==> src/design/asd_pkg.sv <==
package asd_pkg;
	localparam int SAMPLE_W = 12;
	localparam int DAC_W = 10;
	localparam int IDX_W = 6;
	localparam int STEP_W = 11;
	localparam int DIV_96 = 96;
	localparam int DIV_64 = 64;
	localparam int DIV_48 = 48;
	localparam int DIV_W = 7;
	localparam int LATCH_POINT = 2;
	localparam int SYNC_STAGES = 2;
	localparam int FIFO_DEPTH = 16;
	localparam logic [5:0] IDX_MAX = 6'h30;
	localparam logic [SAMPLE_W-1:0] SAMPLE_RST = 12'h000;

	typedef enum logic [1:0] {
		ASD_IDLE = 2'b00,
		ASD_RUN = 2'b01
	} asd_state_t;

	// Step size table, 49 entries
	function automatic logic [10:0] asd_step(input logic [5:0] i);
		logic [10:0] t [0:48];
		t = '{11'h010, 11'h011, 11'h013, 11'h015, 11'h017, 11'h019,
			11'h01C, 11'h01F, 11'h022, 11'h025, 11'h029, 11'h02D,
			11'h032, 11'h037, 11'h03C, 11'h042, 11'h049, 11'h050,
			11'h058, 11'h061, 11'h06B, 11'h076, 11'h082, 11'h08F,
			11'h09D, 11'h0AD, 11'h0BE, 11'h0D1, 11'h0E6, 11'h0FD,
			11'h117, 11'h133, 11'h151, 11'h173, 11'h198, 11'h1C1,
			11'h1EE, 11'h220, 11'h256, 11'h292, 11'h2D4, 11'h31C,
			11'h36C, 11'h3C3, 11'h424, 11'h48E, 11'h502, 11'h583,
			11'h610};
		return (i > IDX_MAX) ? t[48] : t[i];
	endfunction
endpackage

==> src/design/asd_decoder.sv <==
`timescale 1ns/1ps
module asd_decoder
	import asd_pkg::*;
(
	input wire logic clock,
	input wire logic resetn,
	input wire logic rate_select_a,
	input wire logic rate_select_b,
	input wire logic code_width_select,
	input wire logic code_bit_lsb,
	input wire logic code_bit_1,
	input wire logic code_bit_2,
	input wire logic code_bit_msb,
	input wire logic codec_reset,
	output logic code_ready,
	output logic sample_strobe,
	output logic [SAMPLE_W-1:0] pcm_sample,
	output logic [DAC_W-1:0] analog_sample_out,
	output logic sample_valid
);
	logic [DIV_W-1:0] div_r, div_nxt, div_max;
	logic strobe_r, strobe_nxt;
	logic [SYNC_STAGES-1:0] rst_sh_r, rst_sh_nxt;
	logic rst_lat_r, rst_lat_nxt;
	asd_state_t st_r, st_nxt;
	logic [SAMPLE_W-1:0] acc_r, acc_nxt;
	logic [IDX_W-1:0] idx_r, idx_nxt;
	logic [DAC_W-1:0] dac_r, dac_nxt;
	logic vld_r, vld_nxt;
	logic rdy_r, rdy_nxt;
	logic [3:0] code_in, fq_data;
	logic fq_in_ready, fq_valid, fq_pop;
	logic period_start, latch_pt;
	logic [3:0] code;
	logic [STEP_W-1:0] step;
	logic [SAMPLE_W:0] diff;
	logic [IDX_W:0] idx_t;

	// Codes queued ahead of the decoder
	assign code_in = {code_bit_msb, code_bit_2, code_bit_1,
		code_bit_lsb & code_width_select};

	asd_fifo #(.WIDTH(4), .DEPTH(FIFO_DEPTH)) asd_fifo_i (
		.clock(clock),
		.resetn(resetn),
		.in_valid(rdy_r),
		.in_ready(fq_in_ready),
		.in_data(code_in),
		.out_valid(fq_valid),
		.out_ready(fq_pop),
		.out_data(fq_data)
	);

	// Divider and strobe
	always_comb
	begin
		case ({rate_select_a, rate_select_b})
			2'b00: div_max = DIV_W'(DIV_96 - 1);
			2'b01: div_max = DIV_W'(DIV_64 - 1);
			2'b10: div_max = DIV_W'(DIV_48 - 1);
			default: div_max = DIV_W'(DIV_48 - 1);
		endcase
		period_start = (div_r == '0);
		latch_pt = (div_r == DIV_W'(LATCH_POINT));
		div_nxt = (div_r >= div_max) ? '0 : div_r + 1'b1;
		strobe_nxt = (div_nxt < DIV_W'(({1'b0, div_max} + 8'h01) >> 1));
	end

	// Reset synchronized and latched per period
	always_comb
	begin
		rst_sh_nxt = rst_sh_r;
		rst_lat_nxt = rst_lat_r;
		if (period_start)
			rst_sh_nxt = {rst_sh_r[SYNC_STAGES-2:0], codec_reset};
		if (latch_pt)
			rst_lat_nxt = rst_sh_r[SYNC_STAGES-1];
	end

	// Decode datapath
	always_comb
	begin
		code = fq_data;
		step = asd_step(idx_r);
		diff = {2'b00, step >> 3};
		if (code_width_select)
		begin
			if (code[0]) diff = diff + 13'(step >> 2);
			if (code[1]) diff = diff + 13'(step >> 1);
			if (code[2]) diff = diff + 13'(step);
		end
		else
		begin
			if (code[1]) diff = diff + 13'(step >> 1);
			if (code[2]) diff = diff + 13'(step);
		end
		st_nxt = st_r;
		acc_nxt = acc_r;
		idx_nxt = idx_r;
		dac_nxt = dac_r;
		vld_nxt = 1'b0;
		fq_pop = 1'b0;
		rdy_nxt = period_start && fq_in_ready
			&& (st_r == ASD_RUN);
		idx_t = {1'b0, idx_r};
		case (st_r)
			ASD_IDLE:
			begin
				// Stale codes flushed while held
				fq_pop = 1'b1;
				if (latch_pt && !rst_sh_r[SYNC_STAGES-1])
					st_nxt = ASD_RUN;
			end
			ASD_RUN:
			begin
				if (latch_pt && rst_sh_r[SYNC_STAGES-1])
					st_nxt = ASD_IDLE;
				else if (latch_pt && fq_valid)
				begin
					fq_pop = 1'b1;
					// Wrap, no clamp
					if (code[3])
						acc_nxt = acc_r - diff[SAMPLE_W-1:0];
					else
						acc_nxt = acc_r + diff[SAMPLE_W-1:0];
					if (code[2])
						idx_t = idx_t + (code_width_select ?
							7'(2) * {5'h00, code[1:0]} + 7'h02 :
							7'(2) * {6'h00, code[1]} + 7'h02);
					else if (idx_t != '0)
						idx_t = idx_t - 7'h01;
					idx_nxt = (idx_t > {1'b0, IDX_MAX}) ?
						IDX_MAX : idx_t[IDX_W-1:0];
					dac_nxt = acc_nxt[SAMPLE_W-1 -: DAC_W];
					vld_nxt = 1'b1;
				end
			end
			default: st_nxt = ASD_IDLE;
		endcase
		if (rst_lat_r)
		begin
			acc_nxt = SAMPLE_RST;
			idx_nxt = '0;
			dac_nxt = '0;
		end
	end

	always_ff @(posedge clock)
	begin
		if (!resetn)
		begin
			div_r <= '0;
			strobe_r <= 1'b0;
			rst_sh_r <= '1;
			rst_lat_r <= 1'b1;
			st_r <= ASD_IDLE;
			acc_r <= SAMPLE_RST;
			idx_r <= '0;
			dac_r <= '0;
			vld_r <= 1'b0;
			rdy_r <= 1'b0;
		end
		else
		begin
			div_r <= div_nxt;
			strobe_r <= strobe_nxt;
			rst_sh_r <= rst_sh_nxt;
			rst_lat_r <= rst_lat_nxt;
			st_r <= st_nxt;
			acc_r <= acc_nxt;
			idx_r <= idx_nxt;
			dac_r <= dac_nxt;
			vld_r <= vld_nxt;
			rdy_r <= rdy_nxt;
		end
	end

	assign code_ready = rdy_r;
	assign sample_strobe = strobe_r;
	assign pcm_sample = acc_r;
	assign analog_sample_out = dac_r;
	assign sample_valid = vld_r;
endmodule

==> src/design/asd_fifo.sv <==
`timescale 1ns/1ps
module asd_fifo
	import asd_pkg::*;
#(
	parameter int WIDTH = 4,
	parameter int DEPTH = FIFO_DEPTH
)(
	input wire logic clock,
	input wire logic resetn,
	input wire logic in_valid,
	output logic in_ready,
	input wire logic [WIDTH-1:0] in_data,
	output logic out_valid,
	input wire logic out_ready,
	output logic [WIDTH-1:0] out_data
);
	localparam int AW = $clog2(DEPTH);
	logic [WIDTH-1:0] mem [0:DEPTH-1];
	logic [AW-1:0] wp_r, wp_nxt, rp_r, rp_nxt;
	logic [AW:0] cnt_r, cnt_nxt;
	logic [WIDTH-1:0] dout_r, dout_nxt;
	logic ov_r, ov_nxt;
	logic push, pop;

	always_comb
	begin
		push = in_valid && (cnt_r != (AW+1)'(DEPTH));
		pop = (!ov_r || out_ready) && (cnt_r != '0);
		wp_nxt = push ? wp_r + 1'b1 : wp_r;
		rp_nxt = pop ? rp_r + 1'b1 : rp_r;
		cnt_nxt = cnt_r + (AW+1)'(push) - (AW+1)'(pop);
		dout_nxt = pop ? mem[rp_r] : dout_r;
		ov_nxt = pop ? 1'b1 : (out_ready ? 1'b0 : ov_r);
	end

	always_ff @(posedge clock)
	begin
		if (push)
			mem[wp_r] <= in_data;
		if (!resetn)
		begin
			wp_r <= '0;
			rp_r <= '0;
			cnt_r <= '0;
			dout_r <= '0;
			ov_r <= 1'b0;
		end
		else
		begin
			wp_r <= wp_nxt;
			rp_r <= rp_nxt;
			cnt_r <= cnt_nxt;
			dout_r <= dout_nxt;
			ov_r <= ov_nxt;
		end
	end

	assign in_ready = (cnt_r != (AW+1)'(DEPTH));
	assign out_valid = ov_r;
	assign out_data = dout_r;
endmodule

==> config.mk <==
export PLATFORM = sky130hd
export DESIGN_NAME = asd_decoder
export DESIGN_NICKNAME = d
export VERILOG_FILES = /design/src/design/asd_pkg.sv /design/src/design/asd_decoder.sv /design/src/design/asd_fifo.sv
export SDC_FILE = /design/constraint.sdc
export NUM_CORES = 1
export LEC_CHECK = 0
export BUFFER_PORTS_ARGS = -buffer_cell sky130_fd_sc_hd__buf_4
export CAP_MARGIN = 20
export CORE_MARGIN = 4
export CORE_UTILIZATION = 55
export DETAILED_ROUTE_END_ITERATION = 10
export GPL_ROUTABILITY_DRIVEN = 0
export PLACE_DENSITY = 0.72
export REMOVE_ABC_BUFFERS = 1
export SETUP_SLACK_MARGIN = 0.3
export SLEW_MARGIN = 10
export SYNTH_ARGS = -nofsm -noshare
export SYNTH_HDL_FRONTEND = slang
export SYNTH_SLANG_ARGS = --single-unit
==> constraint.sdc <==
create_clock -name clock -period 10.27 [get_ports clock]
set_clock_uncertainty 0.15 [all_clocks]
set_input_delay 2.054 -clock clock [delete_from_list [all_inputs] [get_ports clock]]
set_output_delay 2.054 -clock clock [all_outputs]
set_load 0.01 [all_outputs]
# Yosys cells after proc, flatten, opt, wreduce, memory -nomap -nowiden
# Memory sizes are Yosys's and may differ from the RTL's. A register that Yosys moved wholly into a read port is not among the register bits.
# Index checks and enable logic that the tools add are counted.
dict set report totals {
  regBits 57
  out_inout_bits 25
  elab_cells 101
  in_bits 10
  ram_bits 64
  romBits 704
  mem_count 2
}
dict set report op_classes {
  bitwise_logic 4
  addsub 17
  n_eq_ne 6
  order_cmp 5
  n_mux 32
  reduce_logical 21
}
# name words width rd rd_clocked_by_memory_dff write_ports line_no
set mem_list {}
lappend mem_list {{(no name shown)} 64 11 1 0 0 asd_pkg.sv:33} ;# return (i > IDX_MAX) ? t[48] : t[i];
lappend mem_list {asd_fifo_i.mem 16 4 1 1 1 asd_fifo.sv:18} ;# logic [WIDTH-1:0] mem [0:DEPTH-1];
# cell n
set op_table {}
lappend op_table {{12-bit 2-to-1 mux} 8}
lappend op_table {{11-bit 2-to-1 mux} 4}
lappend op_table {{7-bit 2-to-1 mux} 6}
lappend op_table {{12-bit by 11-bit adder with 12-bit output} 2}
lappend op_table {{7-bit one-hot mux with 2 select lines} 1}
lappend op_table {{12-bit by 10-bit adder with 12-bit output} 1}
lappend op_table {{12-bit adder} 1}
lappend op_table {{12-bit subtractor} 1}
lappend op_table {{8-bit by 10-bit adder with 11-bit output} 1}
lappend op_table {{8-bit by 9-bit adder with 10-bit output} 1}
lappend op_table {{10-bit 2-to-1 mux} 1}
lappend op_table {{4-bit by 1-bit adder with 4-bit output, second input constant} 2}
lappend op_table {{7-bit by 1-bit adder with 8-bit output, second input constant} 1}
lappend op_table {{6-bit by 4-bit adder with 7-bit output} 1}
lappend op_table {{7-bit by 1-bit adder with 7-bit output, second input constant} 1}
lappend op_table {{7-bit by 2-bit equality test with 1-bit output, second input constant} 1}
lappend op_table {{7-bit greater-or-equal comparator} 1}
lappend op_table {{7-bit greater-or-equal comparator, second input constant} 1}
lappend op_table {{7-bit by 6-bit greater-than comparator with 1-bit output, second input constant} 1}
lappend op_table {{1-bit logical AND} 7}
lappend op_table {{7-bit logical NOT} 1}
lappend op_table {{7-bit < comparator} 1}
lappend op_table {{6-bit inverter with 7-bit output} 1}
lappend op_table {{6-bit by 1-bit subtractor with 7-bit output, second input constant} 1}
lappend op_table {{other kinds (26)} 38}

# Depth between registers and ports, before layout
dict set report depth {
  depth_word 16
  depth_mapped 43
  ltp_nobuf 40
}

# By module
# From an unflattened synthesis, not the netlist that was laid out.
dict set report hier_totals {
  cells_unflattened 1131
  area_unflattened_um2 10089.7
}
# mod area_per_inst_um2 n_inst cells_per_inst seq_area_each_um2
set by_module_without_submodules {}
lappend by_module_without_submodules {asd_decoder 6618.8 1 914 640.6}
lappend by_module_without_submodules {asd_fifo 3470.8 1 217 2282.2}

# Worst setup path before layout
# No wires, ideal clock.
dict set report synth_timing {
  kind {register to register}
  start {reg idx_r[2]}
  end {reg acc_r[11] (netlist: pcm_sample[11])}
  required_time_ns 9.997
  n_path_buf 3
  stages_incl_launch_ff 36
  synth_period_minus_slack_ns 8.196
  setup_ns 0.123
  slack_ns 2.074
  arrival_ns 7.922
  path_cell_list {dfxtp_1 buf_4 clkbuf_1 buf_1 nor2_1 a221oi_1 o21ai_0 o21ai_0 ha_1 ha_1 mux2_2 ha_1 a21o_1 nand2b_1 or4b_1 o2111a_1 nor2_1 a21o_1 a31oi_1 xor2_1 o21ai_0 ha_1 a21o_1 o31ai_1 a31oi_1 xnor2_1 a211oi_1 nor2b_1 a31oi_1 xor2_1 ha_1 a21oi_1 xnor2_1 or2_0 mux2i_1 mux2_1}
}
dict set report synth_via {
  elab_chain_cells 16
  elab_cells_between_ends 23
  classes_between {add/sub (7); order compare (1); mux (13); bitwise (1); memory (1)}
}
# item line_no
set synth_rtl {}
lappend synth_rtl {{start, declared} asd_decoder.sv:27} ;# logic [IDX_W-1:0] idx_r, idx_nxt;
lappend synth_rtl {{start signal, assigned} asd_decoder.sv:171} ;# idx_r <= idx_nxt;
lappend synth_rtl {{6-bit inverter with 7-bit output (not written as such)} asd_pkg.sv:33}
lappend synth_rtl {{memory read 64 x 11 bit} -}
lappend synth_rtl {{11-bit 2-to-1 mux (not written as such) (2 in series)} asd_pkg.sv:33}
lappend synth_rtl {{11-bit 2-to-1 mux (*)} asd_pkg.sv:33}
lappend synth_rtl {{8-bit by 9-bit adder with 10-bit output} asd_decoder.sv:88} ;# if (code[0]) diff = diff + 13'(step >> 2);
lappend synth_rtl {{10-bit 2-to-1 mux} asd_decoder.sv:88}
lappend synth_rtl {{12-bit 2-to-1 mux} asd_decoder.sv:86} ;# if (code_width_select)
lappend synth_rtl {{12-bit by 10-bit adder with 12-bit output} asd_decoder.sv:89} ;# if (code[1]) diff = diff + 13'(step >> 1);
lappend synth_rtl {{12-bit 2-to-1 mux} asd_decoder.sv:89}
lappend synth_rtl {{12-bit 2-to-1 mux} asd_decoder.sv:86}
lappend synth_rtl {{12-bit by 11-bit adder with 12-bit output} asd_decoder.sv:90} ;# if (code[2]) diff = diff + 13'(step);
lappend synth_rtl {{12-bit 2-to-1 mux} asd_decoder.sv:90}
lappend synth_rtl {{12-bit 2-to-1 mux (*)} asd_decoder.sv:86}
lappend synth_rtl {{12-bit adder / 12-bit subtractor (equally long branches)} {asd_decoder.sv:125, asd_decoder.sv:123}}
lappend synth_rtl {{12-bit 2-to-1 mux (*)} asd_decoder.sv:122} ;# if (code[3])
lappend synth_rtl {{end signal, assigned} asd_decoder.sv:170} ;# acc_r <= acc_nxt;
lappend synth_rtl {{end, declared} asd_decoder.sv:26} ;# logic [SAMPLE_W-1:0] acc_r, acc_nxt;
# Mark *: on every way between the ends. The rest lies on a longest branch, timed or not. The select of a mux whose other input is x is not followed.
# A chain may end at the register's enable or synchronous reset.

# Worst setup path in the final report
dict set report layout_timing {
  start {reg idx_r[1]}
  end {reg acc_r[11] (netlist: pcm_sample[11])}
}
# The elaborated chain is that of the path after synthesis.

==> parameters.txt <==
Parameter                              Value

Run
  Max-cap viol count    0

GRT
  Total routing usage reported by global routing    24.4%
  First-pass GRT wire length    approximately 40 mm
  Number of global-route vias before repair    7,952
  Largest net degree at the start of global routing    37
  Initial antenna violation count    0
  Final global-route overflow total    0

Synthesis
  Area of the mapped netlist    9770 um^2
  Post-synth top area cell    edfxtp_1
  Count of yosys warnings during synthesis    0
  Synthesized area per cell    8.96 um^2
  Share of the synthesized area in the top cell type    19.7%
  Async SR Flop Fraction    0%
  Number of storage elements in the synthesis netlist    114
  Number of enable flip-flop cells after synthesis    64
  Library cell with the highest instance count after synthesis    nor2_1
  Top cells by area, synth    edfxtp_1 (20%), ha_1 (11%), dfxtp_1 (10%)
  Instance count of the mapped netlist    about 1,100
  Sequential share of the synthesized area    29.9%
  Synth cell types    between 80 and 90
  Top post-synthesis cells by count    nor2_1 (95), ha_1 (88), nand2_1 (88), a21oi_1 (70), edfxtp_1 (64)
  Dominant register cell in the synthesized netlist    edfxtp_1

Floorplan
  Starting utilization of the core area    56.3%
  Die Y-Extent    141 um
  Number of ports placed on the die boundary    35
  Number of rows in the core area    48
  Core Region    between 15,000 and 20,000 um^2
  Die Width    between 100 and 150 um
  Die Footprint    roughly 20,000 um^2

Worst setup path
  Worst EP required    between 10 and 15 ns
  Crit-path slowest cell    dfxtp_1
  Cell with the most instances on the worst path    ha_1
  R2r setup slk    about 1.2 ns
  Worst Setup Start Kind    flop
  Arrival @ worst endpoint    9.22 ns
  Max stage delay on crit path    0.72 ns
  Highest net fanout along the worst path    18
  Kind of critical path    reg -> reg
  Endpoint class of the critical path    flop

STA
  Final count of pins violating max slew    0
  Worst slew margin relative to its limit    30.4%
  Final Hold Fails    0
  Final total negative setup slack    0 ns
  Final setup violation count    0
  Maximum clock rate    approximately 0.11 GHz
  RSZ-0062 raised after global routing    false
  Share of the clock period used by the worst path after layout    between 80% and 90%
  Minimum clock period after layout    9.08 ns
  Worst slew pin tran    approximately 1.0 ns

Pwr
  Static leakage    4.32 nW
  Power per unit of standard cell area    between 150 and 200 nW/um^2
  Maximum ir drop on the vdd rail    0.156 mV

Clock tree
  TritonCTS clock tree    yes
  Clock transition at the registers of the reported paths    about 0.050 ns
  Total CTS buffers    17
  CTS root buffer    clkbuf_16
  Total clock sinks    114
  CTS H-tree lvls    4
  Hold buffer count at cts    0
  Number of buffers added for setup after CTS    0
  Max clock buf depth    2
  Clk_lat worst skew    0.41 ns

Detailed routing
  Number of detailed-routing iterations run before antenna repair    5
  Antenna viol nets, final    0
  Number of vias per cell after detailed routing    approximately 6
  Routed wire length per instance    18.0 um
  Detailed-route wire length    23.9 mm
  Initial detailed-routing violation count    674
  Remaining DRCs    0
  Via count of the routed design    around 8,000

Final layout
  Final design utilization    61.5%
  Number of antenna repair diodes    0
  Layout Nets    1,195
  Area Growth Syn to Fin    9.31%
  Proportion of layout cells with a drive suffix above 1    about 12%
  Count of non-filler cells in the finished layout    1,328

Place
  Detailed-placement wirelength estimate    ~17 mm
  Total placed cells including tap cells    1,296
  Buffers on Ports    34

Run status
  Outcome    finished clean

Min path
  Class of the tightest hold or removal check    reg -> reg
[worst max-delay path, delay by kind of cell (launching register included)]
| kind | cells | cell delay [ns] |
|---|---|---|
| AOI/OAI and AO/OA | 16 | 3.45 |
| muxes | 2 | 0.52 |
| DFF | 1 | 0.72 |
| and+or+nand+nor | 4 | 0.70 |
| buffers and inverters | 4 | 0.57 |
| xor gates and xnor gates | 5 | 0.79 |
| adders and majority gates | 7 | 2.06 |
[cell usage in the layout, fill, tap and decap left out, types with 8 or more instances in the layout]
cell type  count
mux4_2        23
nor2b_1       21
o21ai_0       50
edfxtp_1      64
dfxtp_1       50
nand3_1       26
or3_1          8
nand2b_1      22
nor2_1        95
a21o_1        15
a31oi_1       13
nor3_1        22
nand2_1       88
and3_1         9
mux2i_1       26
a211oi_1      14
and2_1        22
o211ai_1      10
ha_1          88
a21oi_1       70
xor2_1        19
clkbuf_16     17
xnor2_1       46
nand3b_1       8
o21a_1         8
buf_4         48
inv_1         62
[logic make-up after synthesis]
family | synth area share (%)
and+or+nand+nor | 18.3
AOI/OAI and AO/OA | 18.1
buffers and inverters | 5.99
DFF | 29.9
adders and majority gates | 13.1
xor gates and xnor gates | 5.83
muxes | 8.77
[layer usage]
| layer | wire (um) | vias to the layer above | track usage [%] | part of all wire, % |
|---|---|---|---|---|
| li1 | - | 3964 | - | - |
| met1 | 10200 | 3862 | 30.9 | 43 |
| met2 | 11900 | 225 | 42.3 | 50 |
| met3 | 1040 | 56 | 3.47 | 4.4 |
| met4 | 790 | 0 | 9.28 | 3.3 |
| met5 | 0 | - | 0 | 0 |
[path summary, 6_finish.rpt]
path              startpoint        endpoint  depth (start not counted)
setup / recovery    idx_r[1]  pcm_sample[11]                         38
hold / removal     rst_lat_r       rst_lat_r                          1
setup reg to reg    idx_r[1]  pcm_sample[11]                         38
hold reg to reg    rst_lat_r       rst_lat_r                          1
[what timing repair did]
item / CTS / global route
endpoints found under the hold margin: 0 / 0
endpoints found under the setup margin: 0 / 1
gates resized for setup: 0 / 1
[area by class of cell]
cell class	count	area [um^2]
flip-flops and latches	114	2920
repair buffers	48	360
multi-input cells	843	6280
clock inverters	14	163
fillers	1451	6680
well taps	225	282
inverters	66	248
clock buffers	18	429
[power by group]
| group | total, mW | internal, mW | leakage, nW | switching [mW] |
|---|---|---|---|---|
| Clock | 0.584 | 0.379 | 0.275 | 0.205 |
| Combinational | 0.590 | 0.254 | 3.05 | 0.336 |
| Sequential | 0.543 | 0.507 | 0.988 | 0.0362 |
| Total | 1.72 | 1.14 | 4.32 | 0.577 |
[sequential cells by signal, summed over array words and instances (netlist names)]
register and cells:
rst_sh_r 2, idx_r 6, asd_fifo_i.mem 64, sample_strobe 1, asd_fifo_i.cnt_r 5, rst_lat_r 1
st_r 1, asd_fifo_i.wp_r 4, asd_fifo_i.out_valid 1, pcm_sample 12, asd_fifo_i.out_data 4, sample_valid 1
code_ready 1, asd_fifo_i.rp_r 4, div_r 7
[stage by stage]
| stage | setup slack [ns] | power (mW) | instance area [um^2] | hold WS (ns) |
|---|---|---|---|---|
| 3_3_place_gp | 1.37 | 1.11 | 10100 | 0.277 |
| 5_1_grt | 0.359 | 1.82 | 10700 | 0.350 |
| 3_5_place_dp | 1.13 | 1.12 | 10100 | 0.282 |
| 2_1_floorplan | 1.82 | 0.979 | 9430 | 0.267 |
| 6_report | 1.19 | 1.72 | 10700 | 0.319 |
| 4_1_cts | 1.03 | 1.72 | 10700 | 0.318 |
Power figures use the tool's default switching activity.
